$ cat src/rtl/extif_pkg.sv
// constants for the external interrupt flag and entry timing block
`default_nettype none
package extif_pkg;
   localparam int NIRQ = 5;
   localparam int NWKP = 8;
   localparam int AW   = 16;
   localparam logic [7:0] OFS_PFA   = 8'h00;
   localparam logic [7:0] OFS_PFB   = 8'h04;
   localparam logic [7:0] OFS_WKF   = 8'h08;
   localparam logic [7:0] OFS_EDGE  = 8'h0C;
   localparam logic [7:0] OFS_RQF   = 8'h10;
   localparam logic [7:0] OFS_WFL   = 8'h14;
   localparam logic [7:0] OFS_IEN   = 8'h18;
   localparam logic [7:0] OFS_CCR   = 8'h1C;
   localparam logic [7:0] OFS_EVST  = 8'h20;
   localparam logic [7:0] OFS_EVMSK = 8'h24;
   localparam logic [7:0] OFS_STATE = 8'h28;
   localparam int CCR_I   = 7;
   localparam int EV_ENTRY = 0;
   localparam int EV_BLOCK = 1;
   localparam logic [3:0] WAIT_MAX  = 4'hD;
   localparam logic [3:0] STACK_ST  = 4'h4;
   localparam logic [3:0] VECT_ST   = 4'h2;
   localparam logic [3:0] FETCH_ST  = 4'h4;
   localparam logic [3:0] PROC_ST   = 4'h4;
   localparam logic [3:0] CCR_SLOT  = 4'h2;
   localparam logic [4:0] VEC_EXT_REQUEST_PIN0  = 5'h04;
   localparam logic [4:0] VEC_WAKE  = 5'h09;
   localparam logic [AW-1:0] WORD_B = 16'h0002;
   typedef enum logic [2:0] {
      EXTIF_IDLE  = 3'b000,
      EXTIF_WAIT  = 3'b001,
      EXTIF_STACK = 3'b011,
      EXTIF_VECT  = 3'b010,
      EXTIF_FETCH = 3'b110,
      EXTIF_PROC  = 3'b111
   } extif_state_t;
endpackage : extif_pkg
`default_nettype wire

$ cat src/rtl/extif_top.sv
// external interrupt flags, apb registers and exception entry sequencer
//
// Implementation choices: the APB interface to the registers and the placing of the registers.
`default_nettype none
module extif_top
   import extif_pkg::*;
(
   input  wire logic            CLK,
   input  wire logic            SYS_RST,
   input  wire logic            PSEL,
   input  wire logic            PENABLE,
   input  wire logic            PWRITE,
   input  wire logic [7:0]      PADDR,
   input  wire logic [31:0]     PWDATA,
   output logic      [31:0]     PRDATA,
   output logic                 PREADY,
   output logic                 PSLVERR,
   input  wire logic [NIRQ-1:0] EXT_REQUEST_PIN,
   input  wire logic [NWKP-1:0] WAKE_PIN,
   input  wire logic            INSTR_END,
   input  wire logic [AW-1:0]   PC_IN,
   input  wire logic [AW-1:0]   STACK_POINTER,
   input  wire logic [7:0]      CCR_IN,
   input  wire logic            RETURN_FROM_EXCEPTION,
   input  wire logic [AW-1:0]   RTE_CCR_WORD,
   input  wire logic [AW-1:0]   BUS_RDATA,
   output logic      [AW-1:0]   BUS_ADDR,
   output logic      [AW-1:0]   BUS_WDATA,
   output logic                 BUS_WR,
   output logic                 BUS_RD,
   output logic      [4:0]      VECTOR,
   output logic                 HANDLER_START,
   output logic                 IRQ
);
   function automatic logic [AW-1:0] word_addr(input logic [AW-1:0] a);
      word_addr = {a[AW-1:1], 1'b0};
   endfunction : word_addr

   // pin synchronisers and previous samples
   logic [NIRQ-1:0] irq_s1_q, irq_s2_q, irq_s3_q;
   logic [NWKP-1:0] wkp_s1_q, wkp_s2_q, wkp_s3_q;
   always_ff @(posedge CLK) begin
      irq_s1_q <= EXT_REQUEST_PIN;
      irq_s2_q <= irq_s1_q;
      irq_s3_q <= irq_s2_q;
      wkp_s1_q <= WAKE_PIN;
      wkp_s2_q <= wkp_s1_q;
      wkp_s3_q <= wkp_s2_q;
   end

   // registers
   logic [4:0]      pfa_q, pfb_q, edge_q, rqf_q;
   logic [NWKP-1:0] wkf_q, wfl_q;
   logic [5:0]      ien_q;
   logic            imask_q, guard_q;
   logic [1:0]      evst_q, evmsk_q;
   logic [NIRQ-1:0] pf_prev_q;
   logic [NWKP-1:0] wk_prev_q;

   wire xfer    = PSEL && PENABLE;
   wire wr      = xfer && PWRITE;
   wire hit_pfa = PADDR == OFS_PFA;
   wire hit_pfb = PADDR == OFS_PFB;
   wire hit_wkf = PADDR == OFS_WKF;
   wire hit_edg = PADDR == OFS_EDGE;
   wire hit_rqf = PADDR == OFS_RQF;
   wire hit_wfl = PADDR == OFS_WFL;
   wire hit_ien = PADDR == OFS_IEN;
   wire hit_ccr = PADDR == OFS_CCR;
   wire hit_evs = PADDR == OFS_EVST;
   wire hit_evm = PADDR == OFS_EVMSK;
   wire hit_st  = PADDR == OFS_STATE;
   wire mapped  = hit_pfa | hit_pfb | hit_wkf | hit_edg | hit_rqf | hit_wfl
                | hit_ien | hit_ccr | hit_evs | hit_evm | hit_st;
   wire pf_acc  = xfer && mapped && (hit_pfa | hit_pfb | hit_wkf);
   wire clr_try = wr && (hit_rqf | hit_wfl);
   wire clr_ok  = clr_try && !guard_q;

   // pin function per request input: a holds inputs 1..3, b holds 0 and 4
   wire [NIRQ-1:0] pf = {pfb_q[4], pfa_q[3:1], pfb_q[0]};
   wire [NIRQ-1:0] pin_lo = ~irq_s2_q;
   wire [NIRQ-1:0] fall = irq_s3_q & ~irq_s2_q;
   wire [NIRQ-1:0] rise = ~irq_s3_q & irq_s2_q;
   wire [NIRQ-1:0] real_e = pf & ((fall & ~edge_q) | (rise & edge_q));
   wire [NIRQ-1:0] sp_on  = pf & ~pf_prev_q & pin_lo & ~edge_q;
   wire [NIRQ-1:0] sp_off = ~pf & pf_prev_q & pin_lo & edge_q;
   wire [NIRQ-1:0] rq_set = real_e | sp_on | sp_off;
   wire [NWKP-1:0] w_fall = wkf_q & wkp_s3_q & ~wkp_s2_q;
   wire [NWKP-1:0] w_sp   = wkf_q & ~wk_prev_q & ~wkp_s2_q;
   wire [NWKP-1:0] wf_set = w_fall | w_sp;

   wire [NIRQ-1:0] rq_clr = (clr_ok && hit_rqf) ? ~PWDATA[NIRQ-1:0] : '0;
   wire [NWKP-1:0] wf_clr = (clr_ok && hit_wfl) ? ~PWDATA[NWKP-1:0] : '0;
   wire [NIRQ-1:0] rq_d = rq_set | (rqf_q & ~rq_clr);
   // wakeup flags are never touched by acceptance
   wire [NWKP-1:0] wf_d = wf_set | (wfl_q & ~wf_clr);

   // pending request, lowest numbered input first, wakeup last
   wire [NIRQ-1:0] rq_pend = rqf_q & ien_q[NIRQ-1:0];
   wire            wk_pend = (|wfl_q) && ien_q[NIRQ];
   wire            req = ((|rq_pend) || wk_pend) && !imask_q;
   logic [4:0] vec_sel;
   always_comb begin
      vec_sel = VEC_WAKE;
      for (int i = NIRQ - 1; i >= 0; i--) begin
         if (rq_pend[i]) begin
            vec_sel = VEC_EXT_REQUEST_PIN0 + 5'(i);
         end
      end
   end

   always_ff @(posedge CLK) begin
      if (SYS_RST) begin
         pf_prev_q <= '0;
         wk_prev_q <= '0;
      end else begin
         pf_prev_q <= pf;
         wk_prev_q <= wkf_q;
      end
   end

   // sequencer
   extif_state_t st_q, st_d;
   logic [3:0]    cnt_q, cnt_d;
   logic [AW-1:0] hnd_q;
   wire last_wait = INSTR_END || (cnt_q == WAIT_MAX - 4'h1);
   wire go_idle   = (st_q == EXTIF_IDLE) && req && INSTR_END;
   wire go_wait   = (st_q == EXTIF_WAIT) && last_wait;
   wire accept    = go_idle || go_wait;
   wire end_stack = (st_q == EXTIF_STACK) && (cnt_q == STACK_ST - 4'h1);
   wire end_vect  = (st_q == EXTIF_VECT) && (cnt_q == VECT_ST - 4'h1);
   wire end_fetch = (st_q == EXTIF_FETCH) && (cnt_q == FETCH_ST - 4'h1);
   wire end_proc  = (st_q == EXTIF_PROC) && (cnt_q == PROC_ST - 4'h1);

   always_comb begin
      st_d  = st_q;
      cnt_d = cnt_q + 4'h1;
      unique case (st_q)
         EXTIF_IDLE: begin
            cnt_d = 4'h0;
            if (go_idle) begin
               st_d = EXTIF_STACK;
            end else if (req) begin
               st_d  = EXTIF_WAIT;
               cnt_d = 4'h1;
            end
         end
         EXTIF_WAIT: begin
            if (go_wait) begin
               st_d  = EXTIF_STACK;
               cnt_d = 4'h0;
            end
         end
         EXTIF_STACK: begin
            if (end_stack) begin
               st_d  = EXTIF_VECT;
               cnt_d = 4'h0;
            end
         end
         EXTIF_VECT: begin
            if (end_vect) begin
               st_d  = EXTIF_FETCH;
               cnt_d = 4'h0;
            end
         end
         EXTIF_FETCH: begin
            if (end_fetch) begin
               st_d  = EXTIF_PROC;
               cnt_d = 4'h0;
            end
         end
         EXTIF_PROC: begin
            if (end_proc) begin
               st_d  = EXTIF_IDLE;
               cnt_d = 4'h0;
            end
         end
         default: begin
            st_d  = EXTIF_IDLE;
            cnt_d = 4'h0;
         end
      endcase
   end

   // stack and fetch accesses, all word sized on even addresses
   wire stk_pc  = (st_q == EXTIF_STACK) && (cnt_q == 4'h0);
   wire stk_ccr = (st_q == EXTIF_STACK) && (cnt_q == CCR_SLOT);
   wire vec_rd  = (st_q == EXTIF_VECT) && (cnt_q == 4'h0);
   wire fet_rd  = (st_q == EXTIF_FETCH) && (cnt_q == 4'h0);
   wire [AW-1:0] sp_pc  = word_addr(STACK_POINTER - WORD_B);
   wire [AW-1:0] sp_ccr = word_addr(STACK_POINTER - WORD_B - WORD_B);
   wire [AW-1:0] vaddr  = word_addr({10'h000, VECTOR, 1'b0});

   always_ff @(posedge CLK) begin
      if (SYS_RST) begin
         st_q          <= EXTIF_IDLE;
         cnt_q         <= 4'h0;
         VECTOR        <= VEC_WAKE;
         hnd_q         <= '0;
         BUS_ADDR      <= '0;
         BUS_WDATA     <= '0;
         BUS_WR        <= 1'b0;
         BUS_RD        <= 1'b0;
         HANDLER_START <= 1'b0;
      end else begin
         st_q          <= st_d;
         cnt_q         <= cnt_d;
         HANDLER_START <= end_proc;
         BUS_WR        <= stk_pc || stk_ccr;
         BUS_RD        <= vec_rd || fet_rd;
         if (accept) begin
            VECTOR <= vec_sel;
         end
         if (stk_pc) begin
            BUS_ADDR  <= sp_pc;
            BUS_WDATA <= PC_IN;
         end else if (stk_ccr) begin
            BUS_ADDR  <= sp_ccr;
            BUS_WDATA <= {CCR_IN, CCR_IN};
         end else if (vec_rd) begin
            BUS_ADDR <= vaddr;
         end else if (fet_rd) begin
            BUS_ADDR <= word_addr(hnd_q);
         end
         if (end_vect) begin
            hnd_q <= BUS_RDATA;
         end
      end
   end

   // register writes; hardware sets win over software clears
   always_ff @(posedge CLK) begin
      if (SYS_RST) begin
         pfa_q   <= '0;
         pfb_q   <= '0;
         wkf_q   <= '0;
         edge_q  <= '0;
         rqf_q   <= '0;
         wfl_q   <= '0;
         ien_q   <= '0;
         imask_q <= 1'b0;
         guard_q <= 1'b0;
         evst_q  <= '0;
         evmsk_q <= '0;
      end else begin
         rqf_q <= rq_d;
         wfl_q <= wf_d;
         if (wr && hit_pfa) pfa_q <= PWDATA[4:0];
         if (wr && hit_pfb) pfb_q <= PWDATA[4:0];
         if (wr && hit_wkf) wkf_q <= PWDATA[NWKP-1:0];
         if (wr && hit_edg) edge_q <= PWDATA[4:0];
         if (wr && hit_ien) ien_q <= PWDATA[5:0];
         if (wr && hit_evm) evmsk_q <= PWDATA[1:0];
         if (pf_acc) begin
            guard_q <= 1'b1;
         end else if (xfer || INSTR_END) begin
            guard_q <= 1'b0;
         end
         if (accept) begin
            imask_q <= 1'b1;
         end else if (RETURN_FROM_EXCEPTION) begin
            imask_q <= RTE_CCR_WORD[AW-8+CCR_I];
         end else if (wr && hit_ccr) begin
            imask_q <= PWDATA[CCR_I];
         end
         evst_q[EV_ENTRY] <= end_proc
                          || (evst_q[EV_ENTRY] && !(wr && hit_evs && PWDATA[EV_ENTRY]));
         evst_q[EV_BLOCK] <= (clr_try && guard_q)
                          || (evst_q[EV_BLOCK] && !(wr && hit_evs && PWDATA[EV_BLOCK]));
      end
   end

   // apb read mux, zero wait states
   logic [31:0] rd;
   always_comb begin
      rd = '0;
      if (hit_pfa) rd[4:0] = pfa_q;
      if (hit_pfb) rd[4:0] = pfb_q;
      if (hit_wkf) rd[NWKP-1:0] = wkf_q;
      if (hit_edg) rd[4:0] = edge_q;
      if (hit_rqf) rd[4:0] = rqf_q;
      if (hit_wfl) rd[NWKP-1:0] = wfl_q;
      if (hit_ien) rd[5:0] = ien_q;
      if (hit_ccr) rd[CCR_I] = imask_q;
      if (hit_evs) rd[1:0] = evst_q;
      if (hit_evm) rd[1:0] = evmsk_q;
      if (hit_st) rd[6:0] = {cnt_q, st_q};
   end
   assign PRDATA  = rd;
   assign PREADY  = 1'b1;
   assign PSLVERR = xfer && !mapped;
   assign IRQ     = |(evst_q & evmsk_q);
endmodule : extif_top
`default_nettype wire

$ cat config.mk
export PLATFORM = sky130hd
export DESIGN_NAME = extif_top
export DESIGN_NICKNAME = d
export VERILOG_FILES = /design/src/rtl/extif_pkg.sv /design/src/rtl/extif_top.sv
export SDC_FILE = /design/constraint.sdc
export NUM_CORES = 1
export LEC_CHECK = 0
export BUFFER_PORTS_ARGS = -buffer_cell sky130_fd_sc_hd__buf_2
export CAP_MARGIN = 20
export CORE_MARGIN = 1
export CORE_UTILIZATION = 54
export CTS_BUF_LIST = sky130_fd_sc_hd__clkbuf_8
export DETAILED_ROUTE_END_ITERATION = 6
export PLACE_DENSITY = 0.82
export SYNTH_ARGS = -nofsm -noshare
export SYNTH_HDL_FRONTEND = slang
export SYNTH_SLANG_ARGS = --single-unit
$ cat constraint.sdc
create_clock -name CLK -period 2.4 [get_ports CLK]
set_input_delay 0.12 -clock CLK [delete_from_list [all_inputs] [get_ports CLK]]
set_output_delay 0.12 -clock CLK [all_outputs]
set_load 0.01 [all_outputs]
Word-level counts from Yosys, hierarchy flattened
Index checks and enable logic that the tools add are counted.

cells by class
  $add $sub $neg = 3
  eq/ne operators = 25
  multiplexer cells = 45
  bitwise operators = 47
  reductions and logical operators = 59

operators with widths
  operator                 count
  $mux W16                 6
  $and A5 B5 Y5            13
  $mux W5                  9
  $and A8 B8 Y8            5
  $logic_and A1 B1 Y1      35
  $not A5 Y5               7
  $eq A8 B5 Y1 const B     4
  $not A8 Y8               4
  $sub A16 B2 Y16 const B  2
  $eq A8 B6 Y1 const B     3
  $mux W8                  3
  $pmux W4 S6              1
  $mux W3                  7
  $mux W4                  5
  $or A5 B5 Y5             4
  $pmux W3 S6              1
  $eq A8 B4 Y1 const B     2
  $or A8 B8 Y8             2
  $or A1 B1 Y1             11
  $ne A2 B2 Y1 const B     5
  $mux W1                  9
  $eq A4 B2 Y1 const B     2
  $eq A8 B3 Y1 const B     1
  $logic_not A8 Y1         1
  22 further kinds         37

word-level totals
  flip-flop bits (word level) = 162
  input bits = 132
  output and inout bits = 75

Depth between registers and ports, before layout
  depth after elaboration = 14
  mapped depth = 10
  mapped depth without buffers = 8

Least setup slack after synthesis
No wires, ideal clock.

  path kind = in2reg
  start = input STACK_POINTER[1]
  end = register BUS_ADDR[13]
  library setup time = 0.122 ns
  arrival = 2.083 ns
  required time = 2.278 ns
  slack = 0.195 ns
  stages on the path = 10
  path buffers = 2
  cells stage by stage = buf_2 -> inv_1 -> ha_1 -> clkbuf_8 -> or4b_2 -> nor3_1 -> xor2_1 -> or3_1 -> o211ai_1 -> a21oi_1

on the way
  cells in the longest elaborated chain, start to end = 4

RTL lines
  item                  RTL line                            source
  start, declared       extif_top.sv:22                     input wire logic [AW-1:0] STACK_POINTER,
  $sub A16 B2 Y16 *     extif_top.sv:190, extif_top.sv:191
  $sub A16 B2 Y16       extif_top.sv:191                    wire [AW-1:0] sp_ccr = word_addr(STACK_POINTER - WORD_B - WORD_B);
  $mux W16              extif_top.sv:217                    end else if (stk_ccr) begin
  $mux W16 *            extif_top.sv:214                    if (stk_pc) begin
  end signal, assigned  extif_top.sv:215                    BUS_ADDR <= sp_pc;
  end signal, assigned  extif_top.sv:218                    BUS_ADDR <= sp_ccr;
  end signal, assigned  extif_top.sv:221                    BUS_ADDR <= vaddr;
  end, declared         extif_top.sv:27                     output logic [AW-1:0] BUS_ADDR,

Every way passes the cells marked *; elsewhere a longest branch is shown, timed or not.
A chain may end at the register's enable or synchronous reset.

Final worst setup path
  start = register cnt_q[0]
  end = register BUS_ADDR[13]

on the way
  cells in the longest elaborated chain, start to end = 5
  elaborated cells on any way between the ends = 10
  classes of those cells = eq/ne (1); mux (3); reduce/logical (6)

RTL lines
  item                    RTL line                                              source
  start, declared         extif_top.sv:124                                      logic [3:0] cnt_q, cnt_d;
  start signal, assigned  extif_top.sv:207                                      cnt_q <= cnt_d;
  $logic_not A4 Y1        extif_top.sv:186, extif_top.sv:188, extif_top.sv:189
  $logic_and A1 B1 Y1     extif_top.sv:188                                      wire vec_rd = (st_q == EXTIF_VECT) && (cnt_q == 4'h0);
  $mux W16                extif_top.sv:220                                      end else if (vec_rd) begin
  $mux W16                extif_top.sv:217
  $mux W16                extif_top.sv:214

Several ways; a longest one is shown, not always the timed one.

==> flow_summary.yaml <==
status:
  status: "finished with violations"
  violations: "design-rule violations"
pwr:
  powerDensity_nw_per_um2: 552
  fin_total_pwr_mw: 5.10
  p_sw_frac: 0.253
  peakVddDrop_mv: 0.560
  total_leakage_power_nw: 3.74
  internal_power_mw: 3.81
  p_clk_frac: 0.391
  netSwitchingPower_mw: 1.29
  seqPwrFrac: 0.530
  comb_power_share: 0.080
synthesis:
  muxShareOfSynthArea: 0.0464
  yosys_most_used_dff: "dfxtp_1"
  synth_top_area_frac: 0.429
  synth_cell_types: 79
  ys_async_sr_fraction: 0
  yosysWarnings: 0
  synthXorXnorAreaFrac: 0.0164
  syn_area_sq_um: 7470
  synthCells: 861
  synth_top_family_by_area: "simple AND/OR/NAND/NOR gates"
  synth_edf_count: 0
  synth_area_leaders: "dfxtp_1, a21oi_1, nand2_1"
  synth_fa_ha_area_frac: 0.0101
  synth_top_area_cell: "dfxtp_1"
  yosysSeqAreaShare: 0.429
  synth_simple_gate_area_frac: 0.229
  synth-seq-cells: 160
  synth_compound_area_frac: 0.194
  syn_avg_cell_area_sq_um: 8.67
clocking:
  clock_path_buffers: 2
  cts_num_sinks: 160
  h-tree-depth: 4
  cts_tree: "yes"
  path_clk_slew_ps: 90
  post-cts-setup-buffers: 0
  worstSkewPairLatency_ps: 460
  cts_root_buf: "clkbuf_8"
  cts_buffers: 17
setup_path:
  worstSetupPathType: "flip-flop to flip-flop"
  critical_path_required_ps: 2800
  path_max_fanout: 8
  critPathLaunch: "cnt_q[0]"
  rr_startpoint: "cnt_q[0]"
  cp.arrival_ps: 2670
  end_kind: "flip-flop"
  startpoint_type: "flip-flop"
floorplan:
  die_h_um: 120
  dieWidth_um: 120
  dieArea_sq_um: 14300
  io_pins: 207
  core-area_sq_um: 13300
  row_count: 42
  initial_core_util: 0.560
sta:
  clock_skew_ps: 8.61
  slew_violations: 0
  fmax_ghz: 0.441
  setup_viol: 0
  relSlewSlack: 0.537
  min_period_ps: 2270
  finalHoldViolCount: 0
  whs_ps: 46.3
  rsz0062_at_grt: "false"
  setup_tns_ps: 0
  worst_slew_pin_slew_ps: 689
  period_share: 0.944
final_layout:
  diodes: 0
  layout-drive-gt1-share: 0.208
  ff_latch_area_sq_um: 3200
  final_cell_mix: "dfxtp_1, buf_2, nand2_1, a21oi_1, dlygate4sd3_1"
  fin_nets: 1195
  layout_commonest_cell: "dfxtp_1"
  fillCellCount: 1066
  multi_input_area_sq_um: 3810
  syn2layout_area_growth_pct: 23.8
flow_run:
  cap_viol_max_count: 0
grt:
  grt_max_degree: 66
  grt_pass1_vias: 6607
  grt-ovfl-total: 0
  grt_pass1_wl_um: 33300
  track_usage: 0.297
  antenna_found_initial: 0
placed_design:
  globalplace.congestion: 0.895
  post-dp-hpwl_um: 14000
  io_buffers: 138
drt:
  route.detailed.drc: 1
  dr.pass1.iters: 7
  wirelength_um: 20800
  drtIter0Drc: 784
  avgRoutedWirePerCell_um: 16.7
  vias: 7345
  routed_via_density: 5.89
  ant_nets: 0
min_path:
  hold_class: "input pin to flip-flop"
  min_from: "PADDR[1]"
==> critical path: stages, from the launching register on <==
cell and delay (ps):
dfxtp_1 350, inv_1 150, ha_2 300, nand4b_1 150
or4b_2 670, a21oi_1 230, a32o_1 160, o211ai_1 80
a21oi_1 130
==> registers in the layout (all words and copies together), names as in the netlist, 5 cells and up <==
name	cells
irq_s3_q	5
wkp_s1_q	8
edge_q	5
wkf_q	8
irq_s2_q	5
wk_prev_q	8
ien_q	6
wkp_s2_q	8
BUS_ADDR	15
hnd_q	15
irq_s1_q	5
pfb_q	5
wfl_q	8
wkp_s3_q	8
BUS_WDATA	16
rqf_q	5
pfa_q	5
pf_prev_q	5
==> area by class of cell <==
type                    count  share of cell area
inverters                  15             0.00609
well taps                 176              0.0238
multi-input cells         632               0.412
clock inverters            15              0.0171
repair buffers            231               0.169
flip-flops and latches    160               0.347
clock buffers              17              0.0253
==> layer usage <==
metal,global-route usage,vias up,share of wire
li1,-,3442,-
met3,0.0680,63,0.082
met1,0.397,3459,0.42
met2,0.466,381,0.47
met5,0,-,0
met4,0.111,0,0.030
==> Yosys cell counts, types with 12 or more instances <==
master / count
o21ai_0: 35
nand2_1: 99
mux2i_1: 20
a22oi_1: 28
nor3_1: 17
nand2b_1: 12
inv_1: 15
nor4b_1: 13
buf_4: 27
clkbuf_1: 38
nand3_1: 39
dfxtp_1: 160
a21oi_1: 89
nor2_1: 59
nor2b_1: 26
==> logic make-up after synthesis <==
| group | after synthesis |
|---|---|
| AOI/OAI and AO/OA | 228 |
| xor gates and xnor gates | 14 |
| adders and majority gates | 6 |
| buffers and inverters | 94 |
| DFF | 160 |
| muxes | 28 |
| other | 2 |
| and+or+nand+nor | 329 |
==> power groups by stage <==
stage	registers, mW	logic [mW]	clock network [mW]
2_1_floorplan	2.76	0.215	0
3_3_place_gp	2.76	0.309	0
3_5_place_dp	2.77	0.313	0
4_1_cts	2.70	0.393	2.02
5_1_grt	2.71	0.437	2.15
6_report	2.70	0.407	1.99
==> path summary, 6_finish.rpt <==
| kind | end | slack [ps] | cells after the start |
|---|---|---|---|
| setup reg to reg | BUS_ADDR[13] | 130 | 8 |
| setup / recovery | BUS_ADDR[13] | 130 | 8 |
| hold reg to reg | wkp_s2_q[2] | 330 | 0 |
| hold / removal | pfa_q[1] | 50 | 4 |
==> per-stage QoR <==
stage / area (sq um) / util / setup slack, ps / instances
2_1_floorplan: 7560 / - / 195 / 886
3_3_place_gp: 8210 / 0.615 / 129 / 1150
5_1_grt: 9240 / 0.693 / 12.7 / 1246
6_report: 9240 / 0.693 / 135 / 1246
4_1_cts: 9240 / 0.692 / 70.5 / 1246
3_5_place_dp: 8210 / 0.615 / 87.7 / 1150
==> what timing repair did <==
action	in CTS	in global routing
endpoints found under the setup margin	0	1
hold buffers	64	0
resized for setup	0	1
endpoints found under the hold margin	66	0
Power figures use the tool's default switching activity.
